<file path="src/logic/scp_cfg.svh">
// Register offsets, field positions, reset values and timing counts.
`ifndef SCP_CFG_SVH
`define SCP_CFG_SVH
`define SCP_ADDR_W          8
`define SCP_OFF_PMR         8'h00
`define SCP_OFF_POWER_CONTROL_REGISTER        8'h01
`define SCP_OFF_EXTERNAL_INT_FLAG_REGISTER        8'h02
`define SCP_OFF_TA          8'h03
`define SCP_OFF_STATUS      8'hc5
`define SCP_PMR_CD_HI       7
`define SCP_PMR_CD_LO       6
`define SCP_PMR_SWB         5
`define SCP_PMR_CTM         4
`define SCP_PMR_FACT        3
`define SCP_POWER_CONTROL_REGISTER_FLAG       5
`define SCP_POWER_CONTROL_REGISTER_EN         4
`define SCP_EXTERNAL_INT_FLAG_REGISTER_READY      4
`define SCP_EXTERNAL_INT_FLAG_REGISTER_RING       2
`define SCP_ST_PF           7
`define SCP_ST_HI           6
`define SCP_ST_LO           5
`define SCP_ST_SP1          1
`define SCP_ST_SP0          0
`define SCP_CD_MULT         2'b00
`define SCP_CD_RSVD         2'b01
`define SCP_CD_DIV4         2'b10
`define SCP_CD_PMM          2'b11
`define SCP_CD_RESET        2'b10
`define SCP_TA_KEY1         8'haa
`define SCP_TA_KEY2         8'h55
`define SCP_TA_WINDOW       3
`define SCP_READY_COUNT     65536
`define SCP_RING_COUNT      65536
`define SCP_DIV_SLOW        256
`define SCP_MC_DIV          4
`define SCP_PMM_DIV         1024
`endif

</file>
<file path="src/logic/scp_pkg.sv">
// Types shared by the clock and power control block.
package scp_pkg;
	typedef enum logic [3:0] {
		SCP_TA_IDLE  = 4'b0001,
		SCP_TA_KEY   = 4'b0010,
		SCP_TA_OPEN  = 4'b0100,
		SCP_TA_SPARE = 4'b1000
	} scp_ta_e;
	typedef logic [7:0] scp_byte_t;
endpackage

</file>
<file path="src/logic/scp_clock_power.sv">
// Clock source selection, machine cycle strobe and power management control.
//
// The Avalon-MM slave port is this design's own decision.
`timescale 1ns/100ps
`include "scp_cfg.svh"
module scp_clock_power #(
	parameter int READY_COUNT = `SCP_READY_COUNT,
	parameter int RING_COUNT  = `SCP_RING_COUNT
) (
	input  wire logic                   core_clk,
	input  wire logic                   rst,
	input  wire logic                   clk_en,
	input  wire logic [7:0]             avs_address,
	input  wire logic                   avs_read,
	input  wire logic                   avs_write,
	input  wire scp_pkg::scp_byte_t     avs_writedata,
	output logic      [7:0]             avs_readdata,
	output logic                        avs_waitrequest,
	input  wire logic                   osc_tick,
	input  wire logic                   osc_stopped_slow,
	input  wire logic                   stop_mode,
	input  wire logic                   ring_exit,
	input  wire logic                   power_fail_reset,
	input  wire logic                   int_ack,
	input  wire logic                   powerfail_level_in_service,
	input  wire logic                   high_level_in_service,
	input  wire logic                   low_level_in_service,
	input  wire logic [1:0]             serial_start_bit,
	input  wire logic [1:0]             serial_tx_buffer_write,
	input  wire logic [1:0]             serial_enabled,
	input  wire logic [1:0]             serial_active,
	output logic      [1:0]             clk_src_sel,
	output logic                        multiplier_on,
	output logic                        multiplier_x4,
	output logic                        sys_tick,
	output logic                        mc_tick,
	output logic                        periph_tick,
	output logic                        cpu_reset_hold
);
	import scp_pkg::*;

	// Lock and handover counters are sized for the default count of 65536.
	// A count above 131072 needs CW raised as well, or the compare value is truncated.
	localparam int CW = 17;
	localparam logic [CW-1:0] READY_LAST = CW'(READY_COUNT - 1);
	localparam logic [CW-1:0] RING_LAST  = CW'(RING_COUNT - 1);
	localparam logic [7:0] SLOW_LAST = 8'(`SCP_DIV_SLOW - 1);
	localparam logic [9:0] PMM_LAST  = 10'(`SCP_PMM_DIV - 1);
	localparam logic [1:0] MC_LAST   = 2'(`SCP_MC_DIV - 1);

	////////////////////////////////////////////////////////////////////////
	// All state of the block lives in one packed record.

	typedef struct packed {
		logic [1:0]    cd;
		logic [1:0]    cd_pend;
		logic          pend;
		logic          switchback_enable;
		logic          multiplier_enable;
		logic          fact;
		logic          ready;
		logic          ring;
		logic          osc_fail_detect_enable;
		logic          osc_fail_flag;
		scp_ta_e       ta;
		logic [1:0]    ta_cnt;
		logic [CW-1:0] rdy_cnt;
		logic [CW-1:0] ring_cnt;
		logic [7:0]    slow_cnt;
		logic [9:0]    pmm_cnt;
		logic [1:0]    mc_cnt;
		logic [7:0]    rdata;
		logic          wait_n;
		logic [1:0]    src;
		logic          mult_on;
		logic          x4;
		logic          sys;
		logic          mc;
		logic          per;
		logic          hold;
	} scp_state_s;

	scp_state_s s_q;
	scp_state_s s_d;

	logic       acc;
	logic       wr;
	logic       rd;
	logic       pmr_wr;
	logic       power_control_register_wr;
	logic       ta_wr;
	logic       ta_open;
	logic       sys_now;
	logic       per_now;
	logic       sb_evt;
	logic [1:0] sp_wake;
	logic [1:0] cd_req;
	logic       cd_ok;
	logic       mult_ok;
	logic       serial_idle;
	logic [7:0] status;

	////////////////////////////////////////////////////////////////////////
	// Serial wake-up requests, one per port.

	genvar gi;
	generate
		for (gi = 0; gi < 2; gi++) begin : g_sp
			assign sp_wake[gi] = serial_enabled[gi] &
				(serial_start_bit[gi] | serial_tx_buffer_write[gi]);
		end
	endgenerate

	////////////////////////////////////////////////////////////////////////
	// Bus decode, divide-code legality and clock strobes.

	always_comb begin
		// A request is taken while waitrequest stands high; a write lands
		// at the following edge, the one where the master sees it low.
		acc = (avs_read | avs_write) & s_q.wait_n;
		rd = avs_read & s_q.wait_n;
		wr = avs_write & ~s_q.wait_n;
		pmr_wr = wr & (avs_address == `SCP_OFF_PMR);
		power_control_register_wr = wr & (avs_address == `SCP_OFF_POWER_CONTROL_REGISTER);
		ta_wr = wr & (avs_address == `SCP_OFF_TA);
		ta_open = (s_q.ta == SCP_TA_OPEN);
		cd_req = avs_writedata[`SCP_PMR_CD_HI:`SCP_PMR_CD_LO];
		serial_idle = (serial_active == 2'b00);
		status = {powerfail_level_in_service,
			high_level_in_service,
			low_level_in_service,
			3'b000,
			serial_active};
		mult_ok = s_q.multiplier_enable & s_q.ready & ~s_q.ring;
		cd_ok = 1'b0;
		if (cd_req == s_q.cd) begin
			cd_ok = 1'b0;
		end else if (cd_req == `SCP_CD_RSVD) begin
			cd_ok = 1'b0;
		end else if (s_q.cd == `SCP_CD_DIV4) begin
			cd_ok = (cd_req == `SCP_CD_PMM) | mult_ok;
		end else begin
			cd_ok = (cd_req == `SCP_CD_DIV4);
		end
		// The multiplied clock itself is made by the clock generator; this
		// block only tells it, through multiplier_on and multiplier_x4,
		// which factor to run, so sys_tick follows the oscillator base.
		// system clock strobe per source
		unique case (s_q.src)
			`SCP_CD_MULT: sys_now = osc_tick;
			`SCP_CD_PMM:  sys_now = osc_tick & (s_q.slow_cnt == SLOW_LAST);
			default:      sys_now = osc_tick;
		endcase
		per_now = sys_now;
		if (s_q.src == `SCP_CD_PMM) begin
			per_now = osc_tick & (s_q.pmm_cnt == PMM_LAST);
		end
		// switchback triggers
		// The processor raises int_ack only for enabled, unblocked sources.
		sb_evt = int_ack | (|sp_wake);
	end

	////////////////////////////////////////////////////////////////////////
	// Next-state logic.

	always_comb begin
		s_d = s_q;
		s_d.wait_n = ~acc;
		s_d.sys = 1'b0;
		s_d.mc = 1'b0;
		s_d.per = 1'b0;
		if (rd) begin
			unique case (avs_address)
				`SCP_OFF_PMR: s_d.rdata = {s_q.cd,
					s_q.switchback_enable,
					s_q.multiplier_enable,
					s_q.fact,
					3'b000};
				`SCP_OFF_POWER_CONTROL_REGISTER: s_d.rdata = {2'b00,
					s_q.osc_fail_flag,
					s_q.osc_fail_detect_enable,
					4'h0};
				`SCP_OFF_EXTERNAL_INT_FLAG_REGISTER: s_d.rdata = {3'b000,
					s_q.ready,
					1'b0,
					s_q.ring,
					2'b00};
				`SCP_OFF_STATUS: s_d.rdata = status;
				default: s_d.rdata = 8'h00;
			endcase
		end
		////////////////////////////////////////////////////////////////
		// The window counts enabled edges, so a frozen clock does not
		// shorten the time software has for its protected write.
		// timed-access key sequence
		unique case (s_q.ta)
			SCP_TA_IDLE: begin
				if (ta_wr && avs_writedata == `SCP_TA_KEY1) begin
					s_d.ta = SCP_TA_KEY;
				end
			end
			SCP_TA_KEY: begin
				if (ta_wr && avs_writedata == `SCP_TA_KEY2) begin
					s_d.ta = SCP_TA_OPEN;
					s_d.ta_cnt = 2'(`SCP_TA_WINDOW - 1);
				end else if (ta_wr && avs_writedata != `SCP_TA_KEY1) begin
					s_d.ta = SCP_TA_IDLE;
				end
			end
			SCP_TA_OPEN: begin
				if (ta_wr) begin
					s_d.ta = (avs_writedata == `SCP_TA_KEY1) ?
						SCP_TA_KEY : SCP_TA_IDLE;
				end else if (s_q.ta_cnt == 2'd0) begin
					s_d.ta = SCP_TA_IDLE;
				end else begin
					s_d.ta_cnt = s_q.ta_cnt - 2'd1;
				end
			end
			default: begin
				s_d.ta = SCP_TA_IDLE;
			end
		endcase
		////////////////////////////////////////////////////////////////
		// Register writes.
		if (pmr_wr) begin
			s_d.switchback_enable = avs_writedata[`SCP_PMR_SWB];
			// enable and factor only in divide-by-four
			if (s_q.cd == `SCP_CD_DIV4) begin
				s_d.multiplier_enable = avs_writedata[`SCP_PMR_CTM];
				if (~s_q.multiplier_enable) begin
					s_d.fact = avs_writedata[`SCP_PMR_FACT];
				end
				if (~avs_writedata[`SCP_PMR_CTM]) begin
					s_d.ready = 1'b0;
					s_d.rdy_cnt = '0;
				end
			end
			if (cd_ok && serial_idle) begin
				s_d.cd = cd_req;
				s_d.cd_pend = cd_req;
				s_d.pend = 1'b1;
			end
		end
		if (power_control_register_wr) begin
			if (ta_open) begin
				s_d.osc_fail_detect_enable = avs_writedata[`SCP_POWER_CONTROL_REGISTER_EN];
				s_d.ta = SCP_TA_IDLE;
			end
			if (~avs_writedata[`SCP_POWER_CONTROL_REGISTER_FLAG]) begin
				s_d.osc_fail_flag = 1'b0;
			end
		end
		////////////////////////////////////////////////////////////////
		// Switchback is applied after the write so that it wins when both
		// fall in one cycle; otherwise a late write could strand the core
		// in slow mode just as a serial character starts.
		// hardware return to divide-by-four wins over writes
		if (s_q.switchback_enable && s_q.cd == `SCP_CD_PMM && sb_evt) begin
			s_d.cd = `SCP_CD_DIV4;
			s_d.cd_pend = `SCP_CD_DIV4;
			s_d.pend = 1'b1;
		end
		////////////////////////////////////////////////////////////////
		// Counters on the oscillator time base.
		if (osc_tick) begin
			if (s_q.multiplier_enable && !s_q.ready) begin
				s_d.rdy_cnt = s_q.rdy_cnt + 1'b1;
				if (s_q.rdy_cnt == READY_LAST) begin
					s_d.ready = 1'b1;
				end
			end
			if (s_q.ring) begin
				s_d.ring_cnt = s_q.ring_cnt + 1'b1;
				if (s_q.ring_cnt == RING_LAST) begin
					s_d.ring = 1'b0;
				end
			end
			s_d.slow_cnt = s_q.slow_cnt + 1'b1;
			s_d.pmm_cnt = s_q.pmm_cnt + 1'b1;
		end
		if (ring_exit) begin
			s_d.ring = 1'b1;
			s_d.ring_cnt = '0;
		end
		if (sys_now) begin
			s_d.sys = 1'b1;
			s_d.mc_cnt = s_q.mc_cnt + 1'b1;
			if (s_q.mc_cnt == MC_LAST) begin
				s_d.mc = 1'b1;
				// apply at next machine cycle boundary
				if (s_q.pend) begin
					s_d.pend = 1'b0;
					s_d.src = s_q.cd_pend;
					s_d.mult_on = (s_q.cd_pend == `SCP_CD_MULT);
					s_d.x4 = s_q.fact;
				end
			end
		end
		s_d.per = per_now;
		////////////////////////////////////////////////////////////////
		// The fail flag is set after the software clear so that a failure
		// in the same cycle is never lost; a power-fail reset still wins.
		// fail detect and reset hold
		if (s_q.osc_fail_detect_enable && osc_stopped_slow && !stop_mode) begin
			s_d.osc_fail_flag = 1'b1;
		end
		if (power_fail_reset) begin
			s_d.osc_fail_flag = 1'b0;
		end
		s_d.hold = s_q.osc_fail_detect_enable & osc_stopped_slow & ~stop_mode;
	end

	////////////////////////////////////////////////////////////////////////
	// State register; clk_en low freezes every field.

	always_ff @(posedge core_clk or posedge rst) begin
		if (rst) begin
			s_q <= '{cd: `SCP_CD_RESET,
				cd_pend: `SCP_CD_RESET,
				src: `SCP_CD_RESET,
				ta: SCP_TA_IDLE,
				wait_n: 1'b1,
				default: '0};
		end else if (clk_en) begin
			s_q <= s_d;
		end
	end

	////////////////////////////////////////////////////////////////////////
	// Every output is a field of the state register.

	assign avs_readdata    = s_q.rdata;
	assign avs_waitrequest = s_q.wait_n;
	assign clk_src_sel     = s_q.src;
	assign multiplier_on   = s_q.mult_on;
	assign multiplier_x4   = s_q.x4;
	assign sys_tick        = s_q.sys;
	assign mc_tick         = s_q.mc;
	assign periph_tick     = s_q.per;
	assign cpu_reset_hold  = s_q.hold;
endmodule

</file>
<file path="config.mk">
export PLATFORM = sky130hd
export DESIGN_NAME = scp_clock_power
export DESIGN_NICKNAME = d
export VERILOG_FILES = /design/src/logic/scp_pkg.sv /design/src/logic/scp_clock_power.sv
export VERILOG_INCLUDE_DIRS = /design/src /design/src/logic
export SDC_FILE = /design/constraint.sdc
export NUM_CORES = 1
export LEC_CHECK = 0
export ABC_AREA = 1
export BUFFER_PORTS_ARGS = -buffer_cell sky130_fd_sc_hd__buf_2
export CAP_MARGIN = 20
export CORE_ASPECT_RATIO = 2
export CORE_MARGIN = 3
export CORE_UTILIZATION = 30
export DETAILED_ROUTE_END_ITERATION = 7
export PLACE_DENSITY_LB_ADDON = 0.15
export REMOVE_ABC_BUFFERS = 1
export SLEW_MARGIN = 10
export SYNTH_ARGS = -nofsm -noshare
export SYNTH_HDL_FRONTEND = slang
export SYNTH_SLANG_ARGS = --single-unit
</file>
<file path="constraint.sdc">
create_clock -name core_clk -period 7.3 [get_ports core_clk]
set_input_delay 1.095 -clock core_clk [delete_from_list [all_inputs] [get_ports core_clk]]
set_output_delay 1.095 -clock core_clk [all_outputs]
set_load 0.03 [all_outputs]
</file>
== After elaboration in Yosys (flattened, before gate mapping) ==
Index checks and enable logic that the tools add are counted.
Storage, ports and cells
  flip-flop bits (word level): 89
  bits of input ports: 38
  output and inout bits: 17
  logic and storage cells: 163
Operators by class
  add/subtract/negate cells: 6
  equal/unequal tests: 26
  multiplexer cells: 46
  bitwise logic cells: 24
  reductions and logical operators: 35
Operators by type and width (number)
  17-bit two-way mux: 6
  52-bit two-way mux: 1
  17-bit by 1-bit adder with 17-bit output (second input constant): 2
  17-bit by 16-bit == test with 1-bit output (second input constant): 2
  8-bit case mux with 4 select lines: 1
  8-bit == test (second input constant): 3
  4-bit two-way mux: 6
  1-bit two-way mux: 19
  8-bit by 2-bit == test with 1-bit output (second input constant): 2
  5-bit two-way mux: 3
  3-bit AND reduction: 5
  1-bit AND: 14
  2-bit == test (second input constant): 6
  2-bit two-way mux: 6
  4-bit case mux with 3 select lines: 1
  10-bit by 1-bit adder with 10-bit output (second input constant): 1
  10-bit == test (second input constant): 1
  2-bit AND reduction: 5
  2-bit nonzero test: 5
  1-bit logical AND: 9
  9-bit two-way mux: 1
  8-bit by 1-bit adder with 8-bit output (second input constant): 1
  8-bit by 1-bit == test with 1-bit output (second input constant): 1
  8-bit by 7-bit == test with 1-bit output (second input constant): 1
  21 further kinds: 35

== Depth between registers and ports, before layout ==
Gate-level depths: netlist (run 1).
  depth after elaboration: 13
  gate-level depth with buffers: 11
  gate-level depth less buffers: 11

== Worst setup path before layout (run 1) ==
OpenSTA, ideal clock, no wires.
  path kind: input -> register
  start: in clk_en
  end: reg s_q[51] in the netlist's numbering
  library setup time: 0.119 ns
  arrival time: 2.018 ns
  required time: 7.181 ns
  path slack: 5.163 ns
  cell stages on the path: 10
  path buffers: 2
  cells stage by stage: buf_4 -> nand2_4 -> clkinv_4 -> nand2_2 -> nand2_2 -> buf_4 -> nand3_1 -> nor2_1 -> o22ai_1 -> inv_1
Between the ends
  cells in the longest elaborated chain, start to end: 1
Ends and longest elaborated chain
  start, declared: line scp_clock_power.sv:12  | input wire logic clk_en,
  3-bit AND reduction (no source line)
  end signal, assigned: line scp_clock_power.sv:319  | s_q <= '{cd: `SCP_CD_RESET,
  end, declared: line scp_clock_power.sv:83  | scp_state_s s_q;
Every way passes these cells.
A chain may end at the register's enable or synchronous reset.

==> results.md, run 1 <==
| Result | This run | Unit |
| --- | --- | --- |
| Run status | complete, no violations | - |
| Number of distinct library cell variants in the gate-level netlist after synthesis | 43 | - |
| Diodes inserted | 0 | - |
| Gate Count Post-Synth | 651 | - |
| Routability Congestion | 0.831 | - |
| Count of standard-cell rows | 65 | - |
| # fillers | 1671 | - |
| Hold depth | 1 | - |
| Number of antenna violations at the first check in global routing | 0 | - |
| Number of buffers created by CTS | 9 | - |
| Max-slew headroom at the worst pin | 0.366 | - |
| Maximum number of pins on one net before global-route repair | 73 | - |
| Maximum achievable frequency | 392 | MHz |
| Total Nets Final | 747 | - |
| Power density cells | 215 | nW/um^2 |
| Post-CTS setup buffer count | 0 | - |
| R2R Path Start | s_q[54] | - |
| # DRC | 0 | - |
| Final Critical Period | 2550 | ps |
| Internal reg-to-reg setup slack | 5150 | ps |
| Via count | 4181 | - |
| Sequential fraction of the synthesis area | 0.448 | - |
| Cell chosen for the clock root | sky130_fd_sc_hd__clkbuf_16 | - |
| WP data required | 7570 | ps |
| Share of cells above drive strength 1 | 0.139 | - |
| Die H | 186 | um |
| Core Util, Final | 0.351 | - |
| Combinational share of power | 0.146 | - |
| Synth-to-layout area growth | 14.2 | % |
| Leakage power total | 2.86 | nW |
| Worst R2R End | s_q[70] | - |
| Internal Power | 837 | uW |
| Maximum clock insertion buffer count | 2 | - |
| Number of standard cells in the final layout excluding fillers | 907 | - |
| Starting utilization of the core area | 0.307 | - |
| Number of max-slew violations in the final report | 0 | - |
| Area after detailed placement | 5290 | sq um |
| Core region area | 15900 | sq um |
| DP HPWL | 9430 | um |
| Leading cell types in the layout, fill and taps excluded | 186 x sky130_fd_sc_hd__nand2_1, 95 x sky130_fd_sc_hd__inv_1, 83 x sky130_fd_sc_hd__dfrtp_1 | - |
| NetSw | 358 | uW |
| Finished Cell Area | 5570 | sq um |
| Launching element type of the critical path | primary input | - |
| Die ar. | 17900 | sq um |
| Most common library cell in the layout ignoring fill and taps | sky130_fd_sc_hd__nand2_1 | - |
| Sinks on the clock net | 87 | - |
| Worst clock skew | 12.1 | ps |
| Number of maximum-capacitance violations | 0 | - |
| PostCTS Resize Cnt | 0 | - |
| Clock transition at path regs | 70 | ps |
| Total negative setup slack | 0 | ps |
| Net switching fraction of the power | 0.300 | - |
| Total of endpoints with negative setup slack in the final report | 0 | - |
| Via density per instance | 4.61 | - |
| Arrival time at the worst endpoint | 2820 | ps |
| Residual antenna-violating net count after detailed routing | 0 | - |
| First-iteration detailed-routing DRC count | 221 | - |
| Share of the cycle needed by the critical path after routing | 0.350 | - |
| I/O pin total | 55 | - |
| Gr usage total | 0.148 | - |
| Slew at the pin closest to its max-slew limit | 951 | ps |
| Number of hold buffers added after CTS | 0 | - |
| Sequential fraction of design power | 0.484 | - |
| Number of I/O port buffers | 54 | - |
| WL/cell | 13.4 | um |
| Later-pin clock latency in the skew report | 350 | ps |
| Type of the worst min-delay path | reg2reg | - |
| Endpoint, Worst Hold | s_q[36] | - |
| Worst setup path class | in2reg | - |
| Share of total power in the clock network | 0.370 | - |
| Synthesized area | 4870 | sq um |
| Mean Syn Cell Area | 7.49 | sq um |
| Start point of the worst min-delay path | s_q[36] | - |
| Total Routed Length | 12200 | um |
| Clock tree from TritonCTS | yes | - |
| Number of global-route vias before repair | 4208 | - |
| Highest fanout seen on the critical path | 16 | - |
| VDD IR-drop max | 0.0955 | mV |
| Length of the first detailed-routing pass in iterations | 4 | - |
| Crit path capture type | flip-flop | - |
| Total grt overflow | 0 | - |
| Number of synthesized register bits | 87 | - |
| Final Hold Fails | 0 | - |
| Unrepaired setup endpoints after global routing | false | - |
| R2r worst-path depth | 9 | - |
| Number of H-tree levels | 3 | - |
| Warnings, synthesis | 0 | - |
| Power consumption | 1.19 | mW |
| DP Cell Count | 891 | - |
| First-pass GRT wire length | 20300 | um |
| Die W | 96.1 | um |
## flip-flops by register name (all words and copies together), names as in the netlist
signal and flops:
periph_tick 1, multiplier_x4 1, clk_src_sel 2, mc_tick 1
s_q 70, avs_waitrequest 1, sys_tick 1, multiplier_on 1
cpu_reset_hold 1, avs_readdata 8
## worst max-delay path by stage
stage	start	endpoint	slack [ps]	depth (start not counted)
2_1_floorplan	rst	avs_readdata[0]	3960	1
3_3_place_gp	clk_en	s_q[69]	4390	8
3_5_place_dp	clk_en	s_q[57]	4360	7
4_1_cts	clk_en	s_q[57]	4730	7
5_1_grt	clk_en	s_q[57]	4540	7
6_report	clk_en	s_q[57]	4750	7
## worst max-delay path, stage by stage
cell	delay, ps
sky130_fd_sc_hd__buf_2	310
sky130_fd_sc_hd__nand2_4	160
sky130_fd_sc_hd__nor2_1	600
sky130_fd_sc_hd__inv_1	290
sky130_fd_sc_hd__a21oi_1	180
sky130_fd_sc_hd__o21ai_0	100
sky130_fd_sc_hd__o21ai_1	70
## metrics by stage
stage                     worst slack [ps]  hold WS [ps]
after CTS                             4730           477
after floorplan                       3960           442
after global routing                  4540           488
after detailed placement              4360           461
final                                 4750           474
after global placement                4390           460
## routing by layer
metal  up-vias  track usage  wire length [um]
li1       2157            -                 -
met1      1930        0.159              4800
met2        80        0.278              6750
met3        14       0.0286               414
met4         0       0.0542               197
met5         -            0                 0
## area by class of cell
| cell class | instances | area (sq um) | share of cell area |
|---|---|---|---|
| clock buffers | 10 | 229 | 0.0411 |
| clock inverters | 6 | 50.0 | 0.00899 |
| inverters | 99 | 378 | 0.0678 |
| multi-input cells | 449 | 2200 | 0.395 |
| flip-flops and latches | 87 | 2180 | 0.392 |
| well taps | 201 | 251 | 0.0452 |
| repair buffers | 55 | 278 | 0.0499 |
## cells in the mapped netlist (all sizes together)
master | n | area (sq um)
o31ai | 3 | 22.5
a31oi | 1 | 6.26
o41ai | 1 | 8.76
clkinv | 1 | 8.76
o22ai | 9 | 56.3
nor2 | 80 | 325
a22o | 1 | 8.76
and2 | 1 | 6.26
o21a | 1 | 7.51
nor3 | 7 | 46.3
nor3b | 1 | 7.51
nand3b | 3 | 22.5
dfstp | 4 | 105
o21bai | 2 | 15.0
ha | 8 | 100
or2 | 1 | 6.26
clkbuf | 1 | 3.75
nand3 | 39 | 213
o21ai | 43 | 215
nor4 | 1 | 6.26
a21oi | 19 | 106
inv | 98 | 368
buf | 15 | 111
a31o | 1 | 8.76
and3 | 1 | 6.26
o211ai | 2 | 15.0
nand4 | 15 | 93.8
dfrtp | 83 | 2080
xor2 | 5 | 43.8
nand2 | 193 | 757
xnor2 | 11 | 96.3
## cell families (layout without fill, tap and decap cells)
| logic type | count (synthesis) | count (layout) | share of synthesized area |
|---|---|---|---|
| and+or+nand+nor | 342 | 342 | 0.306 |
| buffers and inverters | 115 | 170 | 0.101 |
| DFF | 87 | 87 | 0.448 |
| AOI/OAI and AO/OA | 83 | 83 | 0.0965 |
| xor gates and xnor gates | 16 | 16 | 0.0287 |
| adders and majority gates | 8 | 8 | 0.0205 |
## power by group through the flow
stage	sequential (mW)	combinational, mW	clock [mW]
2_1_floorplan	0.589	0.117	0
3_3_place_gp	0.587	0.175	0
3_5_place_dp	0.588	0.178	0
4_1_cts	0.579	0.179	0.466
5_1_grt	0.587	0.200	0.480
6_report	0.578	0.174	0.442
(Power assumes the default switching activity.)
==> run 2, diff against run 1 <==
==> constraint.sdc (replaced) <==
create_clock -name core_clk -period 2.4 [get_ports core_clk]
set_input_delay 0.36 -clock core_clk [delete_from_list [all_inputs] [get_ports core_clk]]
set_output_delay 0.36 -clock core_clk [all_outputs]
set_load 0.03 [all_outputs]
==> run 2 against run 1 <==
  * First-iteration DRC count decreased by 9.5%
  * Register-to-register slack got worse by 4800 ps
  * Power rose to 3.1 times the previous value
==> results.md, run 2 (synthesis results as in run 1) <==
| Result | This run | Unit | Delta |
| --- | --- | --- | --- |
| Arrival time at the worst endpoint | 2270 | ps | -550 ps |
| Share of cells above drive strength 1 | 0.147 | - | +0.00845 |
| First-pass GRT wire length | 20400 | um | +0.48% |
| Total grt overflow | 0 | - | unchanged |
| Launching element type of the critical path | flip-flop | - |  |
| Cell chosen for the clock root | sky130_fd_sc_hd__clkbuf_16 | - |  |
| Maximum achievable frequency | 495 | MHz |  |
| Die H | 186 | um | unchanged |
| Worst clock skew | 15.8 | ps | +3.71 ps |
| Unrepaired setup endpoints after global routing | false | - |  |
| Count of standard-cell rows | 65 | - | unchanged |
| Final Critical Period | 2020 | ps |  |
| Core region area | 15900 | sq um | unchanged |
| Max-slew headroom at the worst pin | 0.693 | - | +0.327 |
| Starting utilization of the core area | 0.307 | - | unchanged |
| Total negative setup slack | 0 | ps | unchanged |
| Gr usage total | 0.147 | - | -0.000274 |
| Via count | 4274 | - | +2.2% |
| VDD IR-drop max | 0.295 | mV | +210% |
| Total Routed Length | 12300 | um | +0.81% |
| Sinks on the clock net | 87 | - | unchanged |
| First-iteration detailed-routing DRC count | 200 | - | -9.5% |
| Share of the cycle needed by the critical path after routing | 0.841 | - |  |
| Clock tree from TritonCTS | yes | - |  |
| Total of endpoints with negative setup slack in the final report | 0 | - | unchanged |
| I/O pin total | 55 | - | unchanged |
| Die ar. | 17900 | sq um | unchanged |
| Power density cells | 650 | nW/um^2 | +200% |
| Number of max-slew violations in the final report | 0 | - | unchanged |
| Number of maximum-capacitance violations | 0 | - | unchanged |
| Top register by number of flip-flops | s_q | - |  |
| Diodes inserted | 0 | - | unchanged |
| Slowest stage cell on the critical path | sky130_fd_sc_hd__dfrtp_1 | - |  |
| Type of the worst min-delay path | in2reg | - |  |
| Worst setup path class | reg2reg | - |  |
| Number of antenna violations at the first check in global routing | 0 | - | unchanged |
| Number of I/O port buffers | 54 | - | unchanged |
| PostCTS Resize Cnt | 0 | - | unchanged |
| Crit path setup slack, layout | 382 | ps | -4360 ps |
| # DRC | 0 | - | unchanged |
| WP data required | 2650 | ps | -4920 ps |
| Run status | complete, no violations | - |  |
| Routability Congestion | 0.842 | - | +1.3% |
| Total Nets Final | 754 | - | +0.94% |
| Most common library cell in the layout ignoring fill and taps | sky130_fd_sc_hd__nand2_1 | - |  |
| Via density per instance | 4.68 | - | +1.4% |
| WL/cell | 13.4 | um | about the same |
| Flip-flop count of the largest register after layout | 70 | - | unchanged |
| Maximum clock insertion buffer count | 2 | - | unchanged |
| Number of global-route vias before repair | 4254 | - | +1.1% |
| Die W | 96.1 | um | unchanged |
| Critical path's largest stage delay | 390 | ps | -210 ps |
| Number of buffers created by CTS | 9 | - | unchanged |
| DP HPWL | 9680 | um | +2.6% |
| Maximum number of pins on one net before global-route repair | 49 | - | -33% |
| Highest fanout seen on the critical path | 4 | - | -12 |
| Length of the first detailed-routing pass in iterations | 4 | - | unchanged |
| Final Hold Fails | 0 | - | unchanged |
| Pre-CTS WS | 420 | ps | -3940 ps |
| Clock transition at path regs | 70 | ps | about the same |
| Leading cell types in the layout, fill and taps excluded | 186 x sky130_fd_sc_hd__nand2_1, 95 x sky130_fd_sc_hd__inv_1, 83 x sky130_fd_sc_hd__dfrtp_1 | - |  |
| Synth-to-layout area growth | 15.9 | % |  |
| List of cells traversed by the critical path | ha_1 -> nand2_1 -> inv_1 -> nand3_1 -> nor2_1 -> nand2_1 -> nor4_1 -> ha_1 -> o31ai_1 | - |  |
| Leakage power total | 2.91 | nW | +1.5% |
| Number of H-tree levels | 3 | - | unchanged |
| Crit path capture type | flip-flop | - |  |
| Later-pin clock latency in the skew report | 350 | ps | about the same |
| Slew at the pin closest to its max-slew limit | 459 | ps | -492 ps |
| Residual antenna-violating net count after detailed routing | 0 | - | unchanged |
==> run 2: cell types whose count changed in the layout (fill, tap and decap cells not counted), sizes merged <==
cell	change
buf	+6
clkbuf	-1
clkinv	+2
dlygate4sd3	+1
inv	-1
==> run 2: area by class of cell <==
cell class              instances  area (sq um)
inverters                      99           378
clock inverters                 7          66.3
well taps                     201           251
fillers                      1680         10200
repair buffers                 62           345
multi-input cells             449          2200
flip-flops and latches         87          2180
clock buffers                   9           225
==> run 2: path summary, 6_finish.rpt <==
path / start / to / cells after the start / slack [ps]
setup / recovery: s_q[37] / s_q[53] / 9 / 380
hold / removal: power_fail_reset / s_q[77] / 2 / 260
setup reg to reg: s_q[37] / s_q[53] / 9 / 380
hold reg to reg: s_q[36] / s_q[36] / 1 / 470
max in group asynchronous: rst / s_q[88] / 4 / 1170
min in group asynchronous: rst / s_q[35] / 3 / 550
==> run 2: per-stage QoR <==
stage | hold WS, ps | instance area (sq um) | power, mW | utilization | cells
after CTS | 245 | 5650 | 3.75 | 0.356 | 914
after global placement | 382 | 5350 | 2.32 | 0.337 | 897
final | 259 | 5650 | 3.67 | 0.356 | 914
after floorplan | 426 | 4760 | 2.15 | - | 635
after detailed placement | 381 | 5350 | 2.34 | 0.337 | 897
after global routing | 249 | 5650 | 3.90 | 0.356 | 914
==> run 2: power by group <==
| group | total [mW] | leakage (nW) | internal (mW) | switching (mW) |
|---|---|---|---|---|
| Sequential | 1.76 | 1.10 | 1.63 | 0.129 |
| Clock | 1.37 | 0.141 | 0.725 | 0.645 |
| Combinational | 0.547 | 1.66 | 0.210 | 0.337 |
| Total | 3.67 | 2.91 | 2.56 | 1.11 |
==> run 2: worst max-delay path: cells and delay by family, from the launching register on <==
family / cells / cell delay (ps)
simple gates: 5 / 750
fa+ha+maj: 2 / 480
buf+inv: 1 / 80
flops: 1 / 390
compound gates: 1 / 230
==> run 2: timing repair <==
item,CTS,global route
hold buffers,1,0
hold endpoints to repair,2,0
setup buffers,0,0
==> run 2: routing by layer <==
layer  vias up  global-route usage  share of wire
met4         0              0.0804          0.035
li1       2166                   -              -
met3        26              0.0181          0.033
met1      1994               0.160           0.39
met2        88               0.269           0.54
met5         -                   0              0
==> run 3, diff against run 2 <==
==> constraint.sdc (replaced) <==
create_clock -name core_clk -period 2.05 [get_ports core_clk]
set_input_delay 0.3075 -clock core_clk [delete_from_list [all_inputs] [get_ports core_clk]]
set_output_delay 0.3075 -clock core_clk [all_outputs]
set_load 0.03 [all_outputs]
==> run 3 against run 2 <==
  * Non-clock buffer count rose by 4
  * First-iteration DRC count fell by 23%
  * Global-route usage fell by 0.31 points
  * Register-to-register slack got worse by 170 ps
  * Sequential cell count did not move
  * Worst setup slack got worse by 170 ps
  * Combinational power rose by 16%
  * Cell count rose by 0.44%
  * Critical path depth did not move
==> results.md, run 3 (synthesis results as in run 1) <==
| Result | This run | Unit | Delta |
| --- | --- | --- | --- |
| Run status | complete, no violations | - |  |
| Flip-flop count of the largest register after layout | 70 | - | unchanged |
| Crit path setup slack, layout | 208 | ps | -173 ps |
| Launching element type of the critical path | flip-flop | - |  |
| # fillers | 1684 | - | +0.24% |
| Number of standard cells in the final layout excluding fillers | 918 | - | +0.44% |
| R2r worst-path depth | 9 | - | unchanged |
| Gr usage total | 0.144 | - | -0.00307 |
| Sequential fraction of design power | 0.477 | - | about the same |
| Top register by number of flip-flops | s_q | - |  |
| Via density per instance | 4.62 | - | -1.2% |
| Number of maximum-capacitance violations | 0 | - | unchanged |
| Via count | 4242 | - | -0.75% |
| PostCTS Resize Cnt | 0 | - | unchanged |
| Total grt overflow | 0 | - | unchanged |
| Unrepaired setup endpoints after global routing | false | - |  |
| Total Nets Final | 758 | - | +0.53% |
| Area after detailed placement | 5390 | sq um | +0.70% |
| Number of I/O port buffers | 54 | - | unchanged |
| Post-CTS setup buffer count | 0 | - | unchanged |
| Number of antenna violations at the first check in global routing | 0 | - | unchanged |
| Diodes inserted | 0 | - | unchanged |
| Number of max-slew violations in the final report | 0 | - | unchanged |
| Leakage power total | 2.93 | nW | +0.87% |
| Share of the cycle needed by the critical path after routing | 0.898 | - | +0.0573 |
| Maximum achievable frequency | 543 | MHz | +9.6% |
| DP HPWL | 9270 | um | -4.2% |
| Maximum clock insertion buffer count | 2 | - | unchanged |
| Slew at the pin closest to its max-slew limit | 480 | ps | +20.7 ps |
| Die ar. | 17900 | sq um | unchanged |
| Worst setup path class | reg2reg | - |  |
| WP data required | 2300 | ps | -350 ps |
| Crit path capture type | flip-flop | - |  |
| Internal Power | 3.03 | mW | +18% |
| Final Hold Fails | 0 | - | unchanged |
| Max-slew headroom at the worst pin | 0.680 | - | -0.0127 |
| VDD IR-drop max | 0.356 | mV | +20% |
| Net switching fraction of the power | 0.298 | - | -0.00472 |
| Leading cell types in the layout, fill and taps excluded | 186 x sky130_fd_sc_hd__nand2_1, 95 x sky130_fd_sc_hd__inv_1, 83 x sky130_fd_sc_hd__dfrtp_1 | - |  |
| Total negative setup slack | 0 | ps | unchanged |
| Number of H-tree levels | 3 | - | unchanged |
| Type of the worst min-delay path | in2async | - |  |
| Clock tree from TritonCTS | yes | - |  |
| Maximum number of pins on one net before global-route repair | 88 | - | +80% |
| Most common library cell in the layout ignoring fill and taps | sky130_fd_sc_hd__nand2_1 | - |  |
| Total of endpoints with negative setup slack in the final report | 0 | - | unchanged |
| I/O pin total | 55 | - | unchanged |
| Power consumption | 4.31 | mW | +17% |
| First-iteration detailed-routing DRC count | 155 | - | -23% |
| Share of total power in the clock network | 0.376 | - | +0.003 |
| Highest fanout seen on the critical path | 4 | - | unchanged |
| Total Routed Length | 12100 | um | -1.3% |
| Final Critical Period | 1840 | ps | -177 ps |
| DP Cell Count | 902 | - | +0.56% |
| Share of cells above drive strength 1 | 0.156 | - | +0.00894 |
| First-pass GRT wire length | 19800 | um | -2.9% |
| Pre-CTS WS | 117 | ps | -303 ps |
| Die W | 96.1 | um | unchanged |
| Count of standard-cell rows | 65 | - | unchanged |
| Arrival time at the worst endpoint | 2100 | ps | -170 ps |
| Combinational share of power | 0.147 | - | -0.002 |
| Worst clock skew | 14.4 | ps | -1.34 ps |
| Die H | 186 | um | unchanged |
| Finished Cell Area | 5680 | sq um | +0.62% |
| Core region area | 15900 | sq um | unchanged |
| Number of buffers created by CTS | 9 | - | unchanged |
| Length of the first detailed-routing pass in iterations | 5 | - | +1 |
| Power density cells | 758 | nW/um^2 | +17% |
| Starting utilization of the core area | 0.307 | - | unchanged |
| Number of hold buffers added after CTS | 0 | - | -1 |
| Clock transition at path regs | 70 | ps | about the same |
| Synth-to-layout area growth | 16.6 | % |  |
| Sinks on the clock net | 87 | - | unchanged |
| Cell chosen for the clock root | sky130_fd_sc_hd__clkbuf_16 | - |  |
| Number of global-route vias before repair | 4218 | - | -0.85% |
| Routability Congestion | 0.824 | - | -2.1% |
| Later-pin clock latency in the skew report | 350 | ps | about the same |
| Residual antenna-violating net count after detailed routing | 0 | - | unchanged |
| # DRC | 0 | - | unchanged |
| NetSw | 1.28 | mW | +16% |
| WL/cell | 13.2 | um | -1.7% |
[run 3: final cells by class]
| cell class | count | area [sq um] | area share |
|---|---|---|---|
| multi-input combinational | 449 | 2210 | 0.389 |
| sequential | 87 | 2180 | 0.384 |
| inverter | 99 | 378 | 0.0665 |
| timing repair buffer | 66 | 373 | 0.0656 |
| tap | 201 | 251 | 0.0442 |
| clock buffer | 10 | 239 | 0.0420 |
| clock inverter | 6 | 51.3 | 0.00902 |
[run 3: worst paths after layout]
kind	start	endpoint	slack, ps
hold / removal	rst	s_q[41]	50
setup reg to reg	s_q[37]	s_q[53]	210
max in group asynchronous	rst	avs_waitrequest	1600
min in group core_clk	power_fail_reset	s_q[77]	190
setup / recovery	s_q[37]	s_q[53]	210
hold reg to reg	s_q[17]	s_q[17]	470
[run 3: worst max-delay path, cell delays in order, from the launching register on]
cell,delay [ps]
sky130_fd_sc_hd__dfrtp_1,390
sky130_fd_sc_hd__ha_1,190
sky130_fd_sc_hd__nand2_1,60
sky130_fd_sc_hd__inv_1,80
sky130_fd_sc_hd__nand3_1,120
sky130_fd_sc_hd__nor2_2,120
sky130_fd_sc_hd__nand2_1,120
sky130_fd_sc_hd__nor4_2,160
sky130_fd_sc_hd__ha_1,260
sky130_fd_sc_hd__o31ai_1,250
[run 3: power by group through the flow]
| stage | registers (mW) | logic (mW) | clock network (mW) |
|---|---|---|---|
| 2_1_floorplan | 2.10 | 0.416 | 0 |
| 4_1_cts | 2.06 | 0.651 | 1.69 |
| 6_report | 2.05 | 0.635 | 1.62 |
| 3_5_place_dp | 2.09 | 0.646 | 0 |
| 5_1_grt | 2.08 | 0.741 | 1.77 |
| 3_3_place_gp | 2.08 | 0.636 | 0 |
[run 3: metal layers]
| layer | share of wire | GRT usage |
|---|---|---|
| met2 | 0.54 | 0.259 |
| met4 | 0.031 | 0.0753 |
| met1 | 0.40 | 0.157 |
| met3 | 0.033 | 0.0274 |
| met5 | 0 | 0 |
[run 3: metrics by stage]
step	util	hold slack, ps
after floorplan	-	374
after global placement	0.340	454
after detailed placement	0.340	456
after CTS	0.358	74.5
after global routing	0.358	104
final	0.358	52.3
